`config.mk`:
```
export PLATFORM = sky130hd
export DESIGN_NAME = work_area_regs
export DESIGN_NICKNAME = d
export VERILOG_FILES = /design/src/inc/work_area_pkg.sv /design/src/rtl/work_area_irq.sv /design/src/rtl/work_area_regs.sv
export VERILOG_INCLUDE_DIRS = /design/src /design/src/inc
export SDC_FILE = /design/constraint.sdc
export NUM_CORES = 1
export LEC_CHECK = 0
export BUFFER_PORTS_ARGS = -buffer_cell sky130_fd_sc_hd__clkbuf_2
export CAP_MARGIN = 25
export CORE_UTILIZATION = 54
export CTS_CLUSTER_SIZE = 40
export DETAILED_ROUTE_END_ITERATION = 10
export GPL_TIMING_DRIVEN = 0
export HOLD_SLACK_MARGIN = 0.06
export PLACE_DENSITY = 0.81
export SKIP_CTS_REPAIR_TIMING = 1
export SYNTH_ARGS = -nofsm -noshare
export SYNTH_HDL_FRONTEND = slang
export SYNTH_SLANG_ARGS = --single-unit
```
`constraint.sdc`:
```
create_clock -name pclk -period 3.99 [get_ports pclk]
set_clock_uncertainty 0.15 [all_clocks]
set_input_delay 0.5985 -clock pclk [delete_from_list [all_inputs] [get_ports pclk]]
set_output_delay 0.5985 -clock pclk [all_outputs]
set_load 0.02 [all_outputs]
```
`src/inc/work_area_consts.svh`:
```
`ifndef WORK_AREA_CONSTS_SVH
`define WORK_AREA_CONSTS_SVH

// Register byte offsets
`define WA_OFF_STATUS      12'h000
`define WA_OFF_IRQ_STATUS  12'h004
`define WA_OFF_IRQ_MASK    12'h008
`define WA_OFF_ONE_LOW     12'h010
`define WA_OFF_ONE_HIGH    12'h014
`define WA_OFF_TWO_LOW     12'h018
`define WA_OFF_TWO_HIGH    12'h01c

// Reset values
`define WA_RST_ADDR_LOW    16'h0000
`define WA_RST_ADDR_HIGH   8'h00
`define WA_RST_IRQ         2'h0

// Interrupt status / mask field positions
`define WA_IRQ_PU_BIT      0
`define WA_IRQ_EMPTY_BIT   1

// Status register field positions
`define WA_ST_EMPTY_BIT    0
`define WA_ST_PU_LSB       8

// High register implemented width
`define WA_HIGH_BITS       8

`endif

```
`src/inc/work_area_pkg.sv`:
```
package work_area_pkg;

  typedef logic [15:0] addr_low_t;
  typedef logic [7:0]  addr_high_t;
  typedef logic [23:0] work_addr_t;

endpackage : work_area_pkg

```
`src/rtl/work_area_irq.sv`:
```
`timescale 1ns/1ns
`include "work_area_consts.svh"

module work_area_irq
  import work_area_pkg::*;
#(
  parameter int NUM_EVENTS = 2
)
(
  // Clock and reset
  input  wire logic                  pclk,
  input  wire logic                  presetn,
  // Events and software access
  input  wire logic [NUM_EVENTS-1:0] event_set,
  input  wire logic                  clear_write,
  input  wire logic [NUM_EVENTS-1:0] clear_data,
  input  wire logic                  mask_write,
  input  wire logic [NUM_EVENTS-1:0] mask_data,
  // State
  output logic      [NUM_EVENTS-1:0] irq_status,
  output logic      [NUM_EVENTS-1:0] irq_mask,
  output logic                       irq
);

  // Elaboration-time limit on the event count
  if (NUM_EVENTS < 1 || NUM_EVENTS > 16)
  begin : g_events_range
    $error("work_area_irq: NUM_EVENTS out of range");
  end

  wire [NUM_EVENTS-1:0] clear_bits;
  wire [NUM_EVENTS-1:0] next_status;
  wire                  next_irq;

  assign clear_bits  = clear_write ? clear_data : '0;
  // Set wins over a write-one-to-clear landing in the same cycle
  assign next_status = (irq_status & ~clear_bits) | event_set;
  assign next_irq    = |(next_status & (mask_write ? mask_data : irq_mask));

  always_ff @(posedge pclk or negedge presetn)
  begin
    if (!presetn)
    begin
      irq_status <= '0;
      irq_mask   <= '0;
      irq        <= 1'b0;
    end
    else
    begin
      irq_status <= next_status;
      if (mask_write)
        irq_mask <= mask_data;
      irq        <= next_irq;
    end
  end

endmodule : work_area_irq

```
`src/rtl/work_area_regs.sv`:
```
`timescale 1ns/1ns
`include "work_area_consts.svh"

// Overview of operation
// - Command queue empty status reads 0 whenever any entry is queued.
// - Each processing-unit status bit is the inverse of its irq flag.
// - Work area one low holds start address bits 15:0, read/write.
// - Work area one high holds start address bits 23:16 in bits 7:0.
// - Bits 15:8 of work area one high are unimplemented and read 0.
// - Work area two low holds start address bits 15:0, read/write.
// - Work area two high holds bits 23:16 in 7:0, bits 15:8 read 0.

module work_area_regs
  import work_area_pkg::*;
#(
  parameter int NUM_UNITS  = 4,
  parameter int CNT_WIDTH  = 5
)
(
  // APB slave
  input  wire logic                 pclk,
  input  wire logic                 presetn,
  input  wire logic                 psel,
  input  wire logic                 penable,
  input  wire logic                 pwrite,
  input  wire logic [11:0]          paddr,
  input  wire logic [31:0]          pwdata,
  input  wire logic [3:0]           pstrb,
  output logic      [31:0]          prdata,
  output logic                      pready,
  output logic                      pslverr,
  // Command engine status, same clock
  input  wire logic [CNT_WIDTH-1:0] cmd_queue_count,
  input  wire logic [NUM_UNITS-1:0] processing_unit_irq_flag,
  // Work area start addresses to the drawing engine
  output work_addr_t                work_area_one_start,
  output work_addr_t                work_area_two_start,
  // Interrupt
  output logic                      irq
);

  // Elaboration-time limits: unit bits must fit the status word above
  // the empty flag, and the count feeds a plain zero compare
  if (NUM_UNITS < 1 || NUM_UNITS > 8)
  begin : g_units_range
    $error("work_area_regs: NUM_UNITS out of range");
  end
  if (CNT_WIDTH < 1 || CNT_WIDTH > 16)
  begin : g_count_range
    $error("work_area_regs: CNT_WIDTH out of range");
  end
  if (`WA_HIGH_BITS != $bits(addr_high_t))
  begin : g_high_width
    $error("work_area_regs: high register width mismatch");
  end

  function automatic addr_low_t merge_low(input addr_low_t old_value,
                                          input logic [31:0] data,
                                          input logic [3:0]  strb);
    addr_low_t result;
    result = old_value;
    if (strb[0])
      result[7:0] = data[7:0];
    if (strb[1])
      result[15:8] = data[15:8];
    return result;
  endfunction : merge_low

  // Only lane 0 exists in a high register; upper lanes are dropped
  function automatic addr_high_t merge_high(input addr_high_t old_value,
                                            input logic [31:0] data,
                                            input logic [3:0]  strb);
    return strb[0] ? data[7:0] : old_value;
  endfunction : merge_high

  // Exact byte-address match; an address inside a word but off its
  // first byte counts as unmapped
  function automatic logic hit_offset(input logic [11:0] addr,
                                      input logic [11:0] offset);
    return addr == offset;
  endfunction : hit_offset

  addr_low_t  work_area_one_addr_low;
  addr_high_t work_area_one_addr_high;
  addr_low_t  work_area_two_addr_low;
  addr_high_t work_area_two_addr_high;

  logic       queue_empty;
  logic [NUM_UNITS-1:0] unit_busy;

  wire  [1:0] irq_status;
  wire  [1:0] irq_mask;
  wire        irq_next;

  // Decode
  wire access   = psel && penable;
  wire wr       = access && pwrite;
  wire hit_st   = hit_offset(paddr, `WA_OFF_STATUS);
  wire hit_is   = hit_offset(paddr, `WA_OFF_IRQ_STATUS);
  wire hit_im   = hit_offset(paddr, `WA_OFF_IRQ_MASK);
  wire hit_1l   = hit_offset(paddr, `WA_OFF_ONE_LOW);
  wire hit_1h   = hit_offset(paddr, `WA_OFF_ONE_HIGH);
  wire hit_2l   = hit_offset(paddr, `WA_OFF_TWO_LOW);
  wire hit_2h   = hit_offset(paddr, `WA_OFF_TWO_HIGH);
  // Holes between registers fall through to the error answer
  wire mapped   = hit_st | hit_is | hit_im | hit_1l | hit_1h
                | hit_2l | hit_2h;
  // Status register is read-only; a write to it is an error
  wire bad      = !mapped || (pwrite && hit_st);
  wire take     = psel && !penable;

  // Write strobes; a register changes only at the edge that ends the
  // access cycle, the one at which the master sees pready
  wire wr_done  = wr && pready;
  wire wr_is    = wr_done && hit_is && pstrb[0];
  wire wr_im    = wr_done && hit_im && pstrb[0];
  wire wr_1l    = wr_done && hit_1l;
  wire wr_1h    = wr_done && hit_1h;
  wire wr_2l    = wr_done && hit_2l;
  wire wr_2h    = wr_done && hit_2h;

  // Next register contents; lanes without a strobe keep their byte
  addr_low_t  next_one_low;
  addr_high_t next_one_high;
  addr_low_t  next_two_low;
  addr_high_t next_two_high;
  assign next_one_low  = merge_low(work_area_one_addr_low, pwdata, pstrb);
  assign next_one_high = merge_high(work_area_one_addr_high, pwdata, pstrb);
  assign next_two_low  = merge_low(work_area_two_addr_low, pwdata, pstrb);
  assign next_two_high = merge_high(work_area_two_addr_high, pwdata, pstrb);

  // Start addresses as the drawing engine sees them
  work_addr_t next_one_start;
  work_addr_t next_two_start;
  assign next_one_start = {work_area_one_addr_high,
                           work_area_one_addr_low};
  assign next_two_start = {work_area_two_addr_high,
                           work_area_two_addr_low};

  // Events: queue drains to empty, any unit finishes
  // A fall of a busy bit marks a unit that has finished
  wire next_empty = cmd_queue_count == '0;
  wire [NUM_UNITS-1:0] next_busy = ~processing_unit_irq_flag;
  wire [1:0] event_set;
  assign event_set[`WA_IRQ_EMPTY_BIT] = next_empty && !queue_empty;
  assign event_set[`WA_IRQ_PU_BIT]    = |(unit_busy & ~next_busy);

  // Status word; unused bits read 0
  logic [31:0] status_word;
  always_comb
  begin
    status_word                             = 32'h0;
    status_word[`WA_ST_EMPTY_BIT]           = queue_empty;
    status_word[`WA_ST_PU_LSB +: NUM_UNITS] = unit_busy;
  end

  // Read words, zero above each register's implemented width
  wire [31:0] rd_irq_status = {30'h0, irq_status};
  wire [31:0] rd_irq_mask   = {30'h0, irq_mask};
  wire [31:0] rd_one_low    = {16'h0, work_area_one_addr_low};
  wire [31:0] rd_one_high   = {24'h0, work_area_one_addr_high};
  wire [31:0] rd_two_low    = {16'h0, work_area_two_addr_low};
  wire [31:0] rd_two_high   = {24'h0, work_area_two_addr_high};

  wire [31:0] read_mux;
  assign read_mux =
      hit_st ? status_word
    : hit_is ? rd_irq_status
    : hit_im ? rd_irq_mask
    : hit_1l ? rd_one_low
    : hit_1h ? rd_one_high
    : hit_2l ? rd_two_low
    : hit_2h ? rd_two_high
    : 32'h0;

  // Answer is computed in the setup cycle and registered, so it stands
  // for exactly the one access cycle that follows
  wire        next_ready = take;
  wire        next_err   = take && bad;
  wire [31:0] next_rdata = (take && !pwrite) ? read_mux : 32'h0;

  work_area_irq #(
    .NUM_EVENTS (2)
  ) u_irq (
    .pclk        (pclk),
    .presetn     (presetn),
    .event_set   (event_set),
    .clear_write (wr_is),
    .clear_data  (pwdata[1:0]),
    .mask_write  (wr_im),
    .mask_data   (pwdata[1:0]),
    .irq_status  (irq_status),
    .irq_mask    (irq_mask),
    .irq         (irq_next)
  );

  // The interrupt flop sits in the submodule; no extra stage here
  assign irq = irq_next;

  // Status snapshots; combined with the registered read they stay two
  // cycles behind the engine, which software cannot observe
  always_ff @(posedge pclk or negedge presetn)
  begin
    if (!presetn)
    begin
      queue_empty <= 1'b1;
    end
    else
    begin
      queue_empty <= next_empty;
    end
  end

  always_ff @(posedge pclk or negedge presetn)
  begin
    if (!presetn)
    begin
      unit_busy <= '0;
    end
    else
    begin
      unit_busy <= next_busy;
    end
  end

  // Address registers; odd addresses are stored as written, software
  // keeps bit 0 clear
  always_ff @(posedge pclk or negedge presetn)
  begin
    if (!presetn)
    begin
      work_area_one_addr_low <= `WA_RST_ADDR_LOW;
    end
    else if (wr_1l)
    begin
      work_area_one_addr_low <= next_one_low;
    end
  end

  always_ff @(posedge pclk or negedge presetn)
  begin
    if (!presetn)
    begin
      work_area_one_addr_high <= `WA_RST_ADDR_HIGH;
    end
    else if (wr_1h)
    begin
      work_area_one_addr_high <= next_one_high;
    end
  end

  always_ff @(posedge pclk or negedge presetn)
  begin
    if (!presetn)
    begin
      work_area_two_addr_low <= `WA_RST_ADDR_LOW;
    end
    else if (wr_2l)
    begin
      work_area_two_addr_low <= next_two_low;
    end
  end

  always_ff @(posedge pclk or negedge presetn)
  begin
    if (!presetn)
    begin
      work_area_two_addr_high <= `WA_RST_ADDR_HIGH;
    end
    else if (wr_2h)
    begin
      work_area_two_addr_high <= next_two_high;
    end
  end

  // Start addresses presented to the drawing engine
  always_ff @(posedge pclk or negedge presetn)
  begin
    if (!presetn)
    begin
      work_area_one_start <= '0;
    end
    else
    begin
      work_area_one_start <= next_one_start;
    end
  end

  always_ff @(posedge pclk or negedge presetn)
  begin
    if (!presetn)
    begin
      work_area_two_start <= '0;
    end
    else
    begin
      work_area_two_start <= next_two_start;
    end
  end

  // APB answer: pready rises in the first access cycle, so every
  // transfer completes with no wait state
  always_ff @(posedge pclk or negedge presetn)
  begin
    if (!presetn)
    begin
      pready <= 1'b0;
    end
    else
    begin
      pready <= next_ready;
    end
  end

  // pslverr rides with pready; the error answer carries no data
  always_ff @(posedge pclk or negedge presetn)
  begin
    if (!presetn)
    begin
      pslverr <= 1'b0;
    end
    else
    begin
      pslverr <= next_err;
    end
  end

  // Unmapped or refused reads return zero
  always_ff @(posedge pclk or negedge presetn)
  begin
    if (!presetn)
    begin
      prdata <= 32'h0;
    end
    else
    begin
      prdata <= next_rdata;
    end
  end

endmodule : work_area_regs

```
==> flow_metrics.tcl <==
set metrics [dict create \
    status "finished clean" \
    finalSetupViolations 0 \
    rsz0062_at_grt "false" \
    portBuffers 109 \
    synth_cell_types 41 \
    grt_pass1_wl_mm 14.92 \
    synth.avg_cell_area_um2 15.62 \
    clk_pin_slew_ps 50 \
    stdcell_count 554 \
    antenna_found_initial 0 \
    postLayoutCellArea_mm2 0.005913 \
    critPathArrivalTime_ps 3290 \
    yosysSeqAreaShare 0.6758 \
    die_y_um 94.23 \
    post-place-cells 523 \
    finalSetupTns_ps 0 \
    crit_path_end_kind "flip-flop" \
    cts_buffer_depth 2 \
    syn_inst 294 \
    drc 0 \
    ys_warn_count 0 \
    synth.top_cell.area_share 0.6701 \
    worst_ir_drop_vdd_uv 362.3 \
    area_growth_pct 28.74 \
    path_class "in2reg" \
    place_ws_ps 517.7 \
    cpPeakStageDelay_ps 840 \
    die_width_um 94.23 \
    final_util 0.7197 \
    postLayoutSetupSlackWorst_ps 930.5 \
    placed_area_mm2 0.005335 \
    diodes 0 \
    fin_crit_sh 0.7668 \
    slew-limit-headroom 0.3288 \
    fmax_mhz 326.9 \
    vias 2882 \
    leakage_nw 3.155 \
    ys_ff_latch 124 \
    hp-class "in2async" \
    htreeDepth 4 \
    gp_congestion 0.8051 \
    cts_made_buffers 17 \
    grt_max_degree 125 \
    grt_pass1_vias 2961 \
    detail_route.wl_per_cell_um 17.19 \
    syn_area_mm2 0.004593 \
    vias_per_cell 5.202 \
    nNetsFinal 499 \
    cts_tree "built" \
    start_kind "input port" \
    coreArea_mm2 0.008217 \
    synth_ff_type "dfrtp_1" \
    drive_gt1_frac 0.5056 \
    async_flop_share 1.000 \
    drv_cap 0 \
    cts_root_buf "clkbuf_8" \
    dr.pass1.iters 4 \
    dieArea_mm2 0.008878 \
    hpwlAfterDp_mm 6.264 \
    holdWs_ps 71.65 \
    synth.area.top_cells "dfrtp_1 (67%), mux2_2 (12%), mux4_2 (2.9%)" \
    start_util 0.5590 \
    critPathSlowestCell "nor2_1" \
    crit_required_ps 4220 \
    hold_violations 0 \
    drt_iter0_markers 149 \
    cts.sinks 124 \
    synth_edf_count 0 \
    p_per_area_mw_per_mm2 482.5 \
    rows 33 \
    tightestPinTransition_ps 1003 \
    ioPinCount 145 \
    grt_use_total 0.2362 \
    overflow 0 \
    path_cells "clkbuf_2 -> or4_4 -> nor4_1 -> nand2_1 -> nor2_1 -> mux2_2" \
    post-synth-top-area-cell "dfrtp_1" \
    fin_crit_ps 3059 \
    crit_fanout 8 \
    wl_mm 9.526 \
    slew_viol_final 0 \
    fin_total_pwr_mw 2.853 \
    ant_nets 0 \
    clkLatencyLatePin_ps 500 \
]
[synth_stat cells, types with 2 or more instances]
| cell | count |
|---|---|
| a221oi_1 | 2 |
| or4_1 | 3 |
| mux4_2 | 6 |
| mux2i_1 | 12 |
| inv_1 | 7 |
| nor3_1 | 5 |
| nand2_1 | 6 |
| clkbuf_1 | 6 |
| nand2b_1 | 3 |
| buf_4 | 16 |
| mux2_2 | 49 |
| o2bb2ai_1 | 5 |
| nor2b_1 | 6 |
| or3_2 | 2 |
| a22oi_1 | 4 |
| or3_1 | 2 |
| and3_1 | 2 |
| dfrtp_1 | 123 |
| nor3_2 | 2 |
| or4_4 | 2 |
| nor2_1 | 9 |
| a21oi_1 | 3 |
[cell families (layout without fill, tap and decap cells)]
kind of cell	count (synthesis)	after routing	share of synthesized area
buf+inv	32	172	0.04168
other cells	1	16	0.0008164
flops	124	124	0.6758
compound gates	17	17	0.02860
mux	68	68	0.1790
simple gates	52	52	0.07410
[where the power goes]
part,switching [mW],internal [mW]
clock,0.519,0.958
sequential,0.00184,1.26
combinational,0.0728,0.0394
[routing by layer]
| layer | wire length, um | GRT usage |
|---|---|---|
| met1 | 3764 | 0.2852 |
| met2 | 5112 | 0.3973 |
| met3 | 537 | 0.06796 |
| met4 | 112 | 0.09487 |
| met5 | 0 | 0 |
[registers in the layout, indices dropped and copies added (netlist names), 4 cells and up]
name and cells:
work_area_one_start 24, work_area_one_addr_low 16, unit_busy 4, work_area_two_addr_low 16, prdata 16, work_area_one_addr_high 8
work_area_two_start 24, work_area_two_addr_high 8
[cells in the final DEF (no fill, tap or decap), drive strengths merged, types with 5 or more instances in the layout]
cell type,count
or4,5
o2bb2ai,5
clkinv,5
mux2i,12
inv,8
mux4,6
nor2,9
conb,16
nor2b,6
nand2,6
clkbuf,135
nor3,7
dfrtp,123
buf,18
mux2,50
[final timing paths]
check | from | to | slack [ps] | cells after the start
max | paddr[10] | work_area_two_addr_high[6] | 930 | 6
min | presetn | work_area_two_addr_low[12] | 70 | 1
max reg2reg | pready | work_area_two_addr_high[6] | 1580 | 5
min reg2reg | work_area_two_addr_low[14] | work_area_two_start[14] | 240 | 0
max in group asynchronous | presetn | prdata[6] | 2990 | 1
min in group pclk | cmd_queue_count[1] | queue_empty | 70 | 2
[cell type report]
cell class	count	area, um2
buffer	25	165.2
clock buffer	19	431.7
clock inverter	12	146.4
fill	574	2303
inverter	7	26.28
multi-input combinational	153	1354
sequential	124	3104
tap	105	131.4
timing repair buffer	109	554.3
[worst max-delay path, delay by kind of cell]
kind	cells	cell delay, ps
muxes	1	430
buffers and inverters	1	80
and+or+nand+nor	4	2180
(Power assumes the default switching activity.)
